==> config.mk <==
export PLATFORM = sky130hd
export DESIGN_NAME = parallel_slave_port
export DESIGN_NICKNAME = d
export VERILOG_FILES = /design/src/psp_pkg.sv /design/src/parallel_slave_port.sv
export SDC_FILE = /design/constraint.sdc
export NUM_CORES = 1
export LEC_CHECK = 0
export BUFFER_PORTS_ARGS = -buffer_cell sky130_fd_sc_hd__buf_4
export CAP_MARGIN = 0
export CORE_UTILIZATION = 51
export CTS_CLUSTER_SIZE = 8
export DETAILED_ROUTE_END_ITERATION = 12
export GPL_ROUTABILITY_DRIVEN = 0
export GPL_TIMING_DRIVEN = 0
export PLACE_DENSITY = 0.85
export SLEW_MARGIN = 20
export SYNTH_ARGS = -nofsm -noshare
export SYNTH_HDL_FRONTEND = slang
export SYNTH_SLANG_ARGS = --single-unit
==> constraint.sdc <==
create_clock -name CORE_CLK -period 4.3 [get_ports CORE_CLK]
set_input_delay 0.645 -clock CORE_CLK [delete_from_list [all_inputs] [get_ports CORE_CLK]]
set_output_delay 0.645 -clock CORE_CLK [all_outputs]
set_load 0.02 [all_outputs]
==> src/psp_pkg.sv <==
// package for the parallel slave port: register offsets, bit positions, resets
// assumes a 32-bit apb register bus with byte addresses four times the index
package psp_pkg;
  // register indexes and byte addresses (index times four)
  localparam logic [7:0]  IDX_DATA    = 8'h08;
  localparam logic [7:0]  IDX_STROBE  = 8'h09;
  localparam logic [7:0]  IDX_FLAGS   = 8'h0C;
  localparam logic [7:0]  IDX_CTRL    = 8'h89;
  localparam logic [7:0]  IDX_ENABLES = 8'h8C;
  localparam logic [11:0] ADDR_DATA    = {2'h0, IDX_DATA, 2'h0};
  localparam logic [11:0] ADDR_STROBE  = {2'h0, IDX_STROBE, 2'h0};
  localparam logic [11:0] ADDR_FLAGS   = {2'h0, IDX_FLAGS, 2'h0};
  localparam logic [11:0] ADDR_CTRL    = {2'h0, IDX_CTRL, 2'h0};
  localparam logic [11:0] ADDR_ENABLES = {2'h0, IDX_ENABLES, 2'h0};
  // control/status bit positions
  localparam int BIT_IN_FULL  = 7;
  localparam int BIT_OUT_FULL = 6;
  localparam int BIT_OVERFLOW = 5;
  localparam int BIT_MODE     = 4;
  localparam int BIT_IRQ      = 7;
  // reset values
  localparam logic [2:0] RST_PIN_DIR = 3'h7;
  localparam logic [7:0] RST_BYTE    = 8'h00;
  localparam logic [7:0] RST_DATA_DIR = 8'hFF;
  // synchroniser depth
  localparam int SYNC_STAGES = 2;
  // external access state
  typedef enum logic [1:0] {
    EXT_IDLE  = 2'b00,
    EXT_READ  = 2'b01,
    EXT_WRITE = 2'b10
  } ext_state_e;
endpackage

==> src/parallel_slave_port.sv <==
// parallel slave port: 8-bit latches toward an external processor, apb registers
// assumes strobe pins asynchronous to CORE_CLK; apb master synchronous to it
// Functional notes
// - mode bit 4 enables slave port
// - external strobes asynchronous, synchronised inside
// - strobe pins act as read, write, select
// - two latches share one data address
// - data direction register ignored in slave mode
// - input full set on write, cleared by read
// - output full set by cpu write
// - second write sets overflow, keeps first byte
// - full flags clear outside mode; overflow stays set
// - completed access sets sticky irq flag
// - irq enable gates the interrupt request
// - write commits at cycle end, read samples start
// - read plus select drives output latch
// - write plus select captures data pins
// - select high ignores both strobes
`timescale 1ns/1ps
module parallel_slave_port
  import psp_pkg::*;
(
  // clock and reset
  input  wire logic        CORE_CLK,
  input  wire logic        SYS_RST,
  // apb slave
  input  wire logic        PSEL,
  input  wire logic        PENABLE,
  input  wire logic        PWRITE,
  input  wire logic [11:0] PADDR,
  input  wire logic [31:0] PWDATA,
  output logic      [31:0] PRDATA,
  output logic             PREADY,
  output logic             PSLVERR,
  // external data bus pins (oe low drives)
  input  wire logic [7:0]  DATA_IN,
  output logic      [7:0]  DATA_OUT,
  output logic      [7:0]  DATA_OE_N,
  // external strobe pins, active low
  input  wire logic        READ_STROBE_N_PIN,
  input  wire logic        WRITE_STROBE_N_PIN,
  input  wire logic        CHIP_SELECT_N_PIN,
  // general-purpose direction for data port outside slave mode
  output logic      [7:0]  DATA_PORT_DIRECTION,
  // interrupt
  output logic             IRQ
);

  // synchroniser chains for the three strobes
  logic [SYNC_STAGES-1:0] rd_sync_q, rd_sync_d;
  logic [SYNC_STAGES-1:0] wr_sync_q, wr_sync_d;
  logic [SYNC_STAGES-1:0] cs_sync_q, cs_sync_d;
  // synchronised levels, active high
  logic rd_act, wr_act, cs_act;

  // block state; the synchronous reset clears every register below except the direction registers, which it sets to all ones
  ext_state_e  ext_q, ext_d;             // external access in progress
  logic [7:0]  out_latch_q, out_latch_d; // cpu to external
  logic [7:0]  in_latch_q, in_latch_d;   // external to cpu
  logic [7:0]  wr_data_q, wr_data_d;     // data held while write strobe low
  // control bits written by software
  logic        mode_q, mode_d;           // slave port enable
  logic [2:0]  pin_dir_q, pin_dir_d;     // strobe pin direction bits
  logic [7:0]  dir_q, dir_d;             // data port direction
  // status flags; hardware sets win over software clears
  logic        in_full_q, in_full_d;     // byte waits for the cpu
  logic        out_full_q, out_full_d;   // byte waits for the external side
  logic        ovf_q, ovf_d;             // second write while still full
  logic        irq_flag_q, irq_flag_d;   // sticky event flag
  logic        irq_en_q, irq_en_d;       // event flag may raise irq
  // bus side
  logic [31:0] prdata_q, prdata_d;       // read data, loaded in setup phase
  logic        rd_drive_q, rd_drive_d;   // drive pins during external read

  // apb decode
  logic apb_acc, apb_wr, apb_rd, addr_ok;
  // one-cycle pulses at the end of an external access
  logic rd_done, wr_done;

  // synchroniser next values: first stage only feeds the second
  // limitation: a strobe level shorter than one clock may be missed, so
  // the far side must hold each level for at least three clocks
  always_comb begin
    rd_sync_d = {rd_sync_q[0], ~READ_STROBE_N_PIN};
    wr_sync_d = {wr_sync_q[0], ~WRITE_STROBE_N_PIN};
    cs_sync_d = {cs_sync_q[0], ~CHIP_SELECT_N_PIN};
  end

  // synchroniser flops
  // reset clears the chains, so the strobes read as idle at once
  always_ff @(posedge CORE_CLK) begin
    if (SYS_RST) begin
      rd_sync_q <= '0;
      wr_sync_q <= '0;
      cs_sync_q <= '0;
    end else begin
      rd_sync_q <= rd_sync_d;
      wr_sync_q <= wr_sync_d;
      cs_sync_q <= cs_sync_d;
    end
  end

  // only the last stage is read by logic
  // by then a metastable first stage has had a full clock to settle
  always_comb begin
    rd_act = rd_sync_q[SYNC_STAGES-1];
    wr_act = wr_sync_q[SYNC_STAGES-1];
    cs_act = cs_sync_q[SYNC_STAGES-1];
  end

  // apb decode; zero-wait slave, so each access phase lasts one cycle
  // and a master never waits on this block
  always_comb begin
    apb_acc = PSEL & PENABLE;
    apb_wr  = apb_acc & PWRITE;
    apb_rd  = apb_acc & ~PWRITE;
    addr_ok = (PADDR == ADDR_DATA) || (PADDR == ADDR_STROBE) ||
              (PADDR == ADDR_FLAGS) || (PADDR == ADDR_CTRL) ||
              (PADDR == ADDR_ENABLES);
    // no wait states: every register answers at once
    PREADY  = 1'b1;
  end

  // external access tracker and latch/flag next values
  // every value holds unless an event or a clear below moves it
  always_comb begin
    ext_d       = ext_q;
    out_latch_d = out_latch_q;
    in_latch_d  = in_latch_q;
    wr_data_d   = wr_data_q;
    mode_d      = mode_q;
    pin_dir_d   = pin_dir_q;
    dir_d       = dir_q;
    in_full_d   = in_full_q;
    out_full_d  = out_full_q;
    ovf_d       = ovf_q;
    irq_flag_d  = irq_flag_q;
    irq_en_d    = irq_en_q;
    rd_done     = 1'b0;
    wr_done     = 1'b0;
    // access tracking; only in slave mode, select gates strobes
    case (ext_q)
      EXT_IDLE: begin
        // a read wins when both strobes are seen low together
        if (mode_q && cs_act && rd_act) begin
          ext_d = EXT_READ;
        end else if (mode_q && cs_act && wr_act) begin
          ext_d = EXT_WRITE;
        end
      end
      EXT_READ: begin
        // end of read when strobe or select released
        if (!(rd_act && cs_act) || !mode_q) begin
          ext_d   = EXT_IDLE;
          rd_done = mode_q;
        end
      end
      EXT_WRITE: begin
        // keep sampling pins while strobe low; commit at rising edge
        wr_data_d = DATA_IN;
        if (!(wr_act && cs_act) || !mode_q) begin
          ext_d   = EXT_IDLE;
          wr_done = mode_q;
          wr_data_d = wr_data_q;
        end
      end
      default: ext_d = EXT_IDLE;
    endcase
    // cpu writes commit at end of the access cycle
    if (apb_wr && PADDR == ADDR_DATA) begin
      out_latch_d = PWDATA[7:0];
      out_full_d  = 1'b1;
    end
    if (apb_wr && PADDR == ADDR_CTRL) begin
      mode_d    = PWDATA[BIT_MODE];
      // kept for software; the strobes are inputs to this block anyway
      pin_dir_d = PWDATA[2:0];
      // overflow is cleared by software writing zero
      if (!PWDATA[BIT_OVERFLOW]) begin
        ovf_d = 1'b0;
      end
    end
    if (apb_wr && PADDR == ADDR_STROBE) begin
      dir_d = PWDATA[7:0];
    end
    if (apb_wr && PADDR == ADDR_ENABLES) begin
      irq_en_d = PWDATA[BIT_IRQ];
    end
    // irq flag: write one to clear
    if (apb_wr && PADDR == ADDR_FLAGS && PWDATA[BIT_IRQ]) begin
      irq_flag_d = 1'b0;
    end
    // cpu read of input latch clears input full
    if (apb_rd && PADDR == ADDR_DATA) begin
      in_full_d = 1'b0;
    end
    // external events win over clears in the same cycle
    if (rd_done) begin
      // the output latch counts as read once the strobe is released
      out_full_d = 1'b0;
      irq_flag_d = 1'b1;
    end
    if (wr_done) begin
      irq_flag_d = 1'b1;
      if (in_full_q) begin
        ovf_d = 1'b1; // first byte kept
      end else begin
        in_latch_d = wr_data_q;
        in_full_d  = 1'b1;
      end
    end
    // outside slave mode full flags are forced clear
    if (!mode_q) begin
      in_full_d  = 1'b0;
      out_full_d = 1'b0;
    end
  end

  // apb read data, loaded in the setup phase so that a data read samples
  // the pins at the start of the transfer; held through the access phase
  always_comb begin
    prdata_d = prdata_q;
    if (PSEL && !PENABLE && !PWRITE) begin
      // setup phase of a read: capture the addressed register
      prdata_d = 32'h0;
      case (PADDR)
        ADDR_DATA: begin
          // slave mode reads the input latch, otherwise the pins
          prdata_d[7:0] = mode_q ? in_latch_q : DATA_IN;
        end
        ADDR_STROBE:  prdata_d[2:0] = {~CHIP_SELECT_N_PIN, ~WRITE_STROBE_N_PIN,
                                       ~READ_STROBE_N_PIN};
        ADDR_FLAGS:   prdata_d[BIT_IRQ] = irq_flag_q;
        ADDR_CTRL:    prdata_d[7:0] = {in_full_q, out_full_q, ovf_q, mode_q,
                                       1'b0, pin_dir_q};
        ADDR_ENABLES: prdata_d[BIT_IRQ] = irq_en_q;
        // unmapped addresses read as zero
        default:      prdata_d = 32'h0;
      endcase
    end else if (!apb_acc) begin
      // idle or write setup: no stale read data on the bus
      prdata_d = 32'h0;
    end
    // drive the pins only during a selected external read
    rd_drive_d = mode_q && (ext_d == EXT_READ);
  end

  // block state registers
  always_ff @(posedge CORE_CLK) begin
    if (SYS_RST) begin
      ext_q       <= EXT_IDLE;
      out_latch_q <= RST_BYTE;
      in_latch_q  <= RST_BYTE;
      wr_data_q   <= RST_BYTE;
      mode_q      <= 1'b0;
      pin_dir_q   <= RST_PIN_DIR;
      dir_q       <= RST_DATA_DIR;
      in_full_q   <= 1'b0;
      out_full_q  <= 1'b0;
      ovf_q       <= 1'b0;
      irq_flag_q  <= 1'b0;
      irq_en_q    <= 1'b0;
      prdata_q    <= 32'h0;
      rd_drive_q  <= 1'b0;
    end else begin
      ext_q       <= ext_d;
      out_latch_q <= out_latch_d;
      in_latch_q  <= in_latch_d;
      wr_data_q   <= wr_data_d;
      mode_q      <= mode_d;
      pin_dir_q   <= pin_dir_d;
      dir_q       <= dir_d;
      in_full_q   <= in_full_d;
      out_full_q  <= out_full_d;
      ovf_q       <= ovf_d;
      irq_flag_q  <= irq_flag_d;
      irq_en_q    <= irq_en_d;
      prdata_q    <= prdata_d;
      rd_drive_q  <= rd_drive_d;
    end
  end

  // outputs; read data and pin data come straight from flops
  always_comb begin
    PRDATA    = prdata_q;
    // error answer is a handshake output, given in the access phase
    PSLVERR   = apb_acc & ~addr_ok;
    DATA_OUT  = out_latch_q;
    // in slave mode direction register is ignored; the pins turn around
    // only as a whole byte, never bit by bit
    DATA_OE_N = mode_q ? {8{~rd_drive_q}} : dir_q;
    DATA_PORT_DIRECTION = dir_q;
    // level interrupt, gated by the enable bit
    IRQ       = irq_flag_q & irq_en_q;
  end

endmodule

==> results <==
- After clock tree synthesis, the clock-pin slew on the worst setup and hold paths is 0.06 ns.
- In the final routed layout, each cell accounts on average for ~14 µm.
- The count of standard-cell rows is 26.
- The post-synth design cell area is 2700 µm².
- The yosys synthesis warning count is 0.
- The type of destination of the critical path is a primary output.
- The sequential-to-total area share from yosys stat is 43.0%.
- In this run the mean area of a mapped cell was between 9 and 10 µm².
- The final hold violation count is 0.
- The clock latency on the worst-skew pair is around 0.34 ns.
- On the critical path, the stage with the largest delay is an instance of buf_1.
- In this run the cell area measured after placement is 3390 µm².
- After clock tree synthesis, the setup repair step added 0 buffers.
- The worst-case hold path end point is wr_sync_q[1]$_SDFF_PP0_.
- The depth of the worst register-to-register path is 4.
- The maximum level of the CTS H-tree is 3.
- The tree is rooted in a clkbuf_8.
- The post-layout minimum cycle time is between 2 and 3 ns.
- The startpoint of the worst-slack reg-to-reg timing path is ext_q[0]$_SDFF_PP0_.
- Yosys instantiated no cell more often than dfxtp_1.
- At the pin with the least slew margin, the transition time is 0.998 ns.
- The instance count along the most critical hold path is 1.
- TritonCTS built the clock tree.
- The kind of start point of the critical path is a flip-flop.
- The initial antenna violation count came to 0.
- The top cell family by delay on the critical path is buffers and inverters.
- The number of placed I/O pins is 119.
- The chip height is approximately 75 µm.
- The maximum buffer depth of the clock tree is 2.
- Across all register-to-register paths, the minimum setup slack is approximately 2.5 ns.
- The cell count after synthesis came out at slightly below 300.
- Among all flip-flop cells after synthesis, the most frequent one is dfxtp_1.
- The CTS buffer count is 9.
- The share of final-layout standard cells stronger than drive strength 1 is a little under a third.
- The number of nets in the finished design is 458.
- Together, buffers and inverters on the worst path number 3.
- The max-cap violation count is 0.
- Wires add up to 6.54 mm.
- In the post-synthesis netlist, the biggest area contributors are dfxtp_1 43%, mux2i_1 16%, buf_4 7.0%, nor2_1 7.0%, o21a_1 2.2%.
- The data arrival time of the worst path is about 2.3 ns.
- Based on the critical path, the design can be clocked at up to about 0.34 GHz.
- The pin count of the biggest net entering global routing is 11.
- The overall power of the completed layout is 1.28 mW.
- The final critical-path share of the clock period is 69.1%.
- The initial detailed-routing violation count is 163.
- The die covers between 5000 and 6000 µm².
- The number of global-route vias before repair came to roughly 2300.
- The number of gates resized after CTS is 0.
- The startpoint of the worst setup timing path is mode_q$_SDFFE_PP0P_.
- In this run, distinct cell masters in the synthesized netlist total 41.
- In this run the biggest area consumer among cell types represents 43.0% of the synthesized area.
- For this run, asynchronously set or reset flops after synthesis account for 0%.
- The setup-violating endpoint count in the final report is 0.
- Of all cell types, the one taking the most synthesized area is dfxtp_1.
- Global routing finished with a remaining overflow of 0.
- The area of the placeable core is 5110 µm².
- In this run the remaining antenna-violating nets after routing total 0.
- Dividing total power by cell area gives a power density of 350 nW/µm².
- The port buffer count is 69.
- The relative slew slack is approximately 32%.
- The antenna diode count is 0.
- The min-delay analysis places its worst path in the category flip-flop to flip-flop.
- The first TritonRoute pass finished after 4 iterations.
- For this configuration, the core starts out at a cell density of between 50% and 60%.
- The flip-flop and latch count after synthesis is between 50 and 60.
- In this run the critical register-to-register path is captured at wr_data_q[0]$_SDFFE_PP0P_.
- Setup repair after global routing left no endpoint under its margin.
- The post-synthesis to final-layout area growth is 34.9%.
- The detailed placement HPWL is around 4.7 mm.
- The critical path goes through buf_1 -> clkbuf_1 -> nand2_1 -> o21a_1 -> buf_4.
- Across the VDD grid, the largest voltage drop is ~0.3 mV.
- After routing the design area is around 3600 µm².
- Summing over every cut layer, the via total after detailed routing is 2416.
- The count of clock tree sinks is between 50 and 60.
- The clock skew after layout is 0.00606 ns.
- The critical path data required time is about 3.7 ns.
- The critical-path maximum fanout is 10.
- The worst setup path category is flip-flop to primary output.
- The die is around 75 µm wide.
- The first global-routing pass estimated about 10 mm of wire.
- The hold path startpoint is wr_sync_q[0]$_SDFF_PP0_.
- Counting instances in the post-synthesis netlist gives the leading cell types as 58 x dfxtp_1, 50 x nor2_1, 44 x mux2i_1.
- The flow ran to the end, and the final reports show no timing, DRC or antenna violations.
- Buffers inserted to repair hold after CTS numbered 0.
- The cell leakage power is 1.61 nW.
- The count of final max-slew check failures is 0.
- The sum of negative setup slack is 0 ns.
- The number of enable-type register cells in the synthesized netlist is 0.
- The number of remaining DRC errors is 0.
- After detailed routing, the number of vias per cell comes to a little over 5.
- The total routing resource utilization after global routing is about a quarter.
- In this design, the stage delay of the slowest critical-path cell is roughly 0.51 ns.
metal layers:
layer,up-vias,GRT usage (%),wire length (µm)
met3,19,8.17,437
met1,1104,30.1,2760
met4,0,14.5,171
met2,104,41.2,3160
li1,1189,-,-
met5,-,0,0
where the power goes:
group	leakage, nW	switching, mW	internal [mW]
clock	0.129	0.215	0.414
sequential	0.469	0.00124	0.540
combinational	1.01	0.0584	0.0478
total	1.61	0.275	1.00
logic make-up after synthesis:
group / Yosys count / share of synthesized area [%]
AND/OR/NAND/NOR: 111 / 20.2
flip-flops: 58 / 43.0
multiplexers: 48 / 18.0
buffers and inverters: 40 / 9.36
AO/OA/AOI/OAI: 34 / 8.53
XOR/XNOR: 2 / 0.649
other: 2 / 0.278
final cells by class:
| cell class | instances | area, µm² |
|---|---|---|
| Fill cell | 402 | 1460 |
| Multi-Input combinational cell | 220 | 1370 |
| Sequential cell | 58 | 1160 |
| Timing Repair Buffer | 69 | 518 |
| Buffer | 36 | 238 |
| Clock buffer | 11 | 151 |
| Clock inverter | 5 | 100 |
| Tap cell | 70 | 87.6 |
| Inverter | 4 | 15.0 |
how the worst max path moves through the flow:
stage	to	slack [ns]	cells after the start
after floorplan	PSLVERR	1.79	4
after global placement	PSLVERR	1.36	6
after detailed placement	PSLVERR	1.38	6
after CTS	DATA_OE_N[5]	1.28	5
after global routing	DATA_OE_N[4]	1.16	5
final	DATA_OE_N[5]	1.33	5
per-stage QoR:
step	instances	hold WS, ns	util (%)	setup WS, ns
5_1_grt	473	0.455	71.3	1.16
3_5_place_dp	457	0.429	66.4	1.38
4_1_cts	473	0.446	71.3	1.28
2_1_floorplan	318	0.414	-	1.79
3_3_place_gp	457	0.415	66.4	1.36
6_report	473	0.445	71.3	1.33
state kept, by name, indices dropped and copies added (netlist names):
name / count
DATA_OUT: 8
DATA_PORT_DIRECTION: 8
PRDATA: 8
in_latch_q: 8
wr_data_q: 8
pin_dir_q: 3
cs_sync_q: 2
ext_q: 2
rd_sync_q: 2
wr_sync_q: 2
in_full_q: 1
irq_en_q: 1
irq_flag_q: 1
mode_q: 1
out_full_q: 1
ovf_q: 1
rd_drive_q: 1
placed cells by master (no fill, tap or decap), drive strengths merged, types with 8 or more instances in the layout:
cell     n
nand3    9
dfxtp   58
nor2    50
nand2   14
buf     98
mux2i   44
o21a     8
clkbuf  18
conb    25
Note: power is estimated with default switching activity, not from simulation.
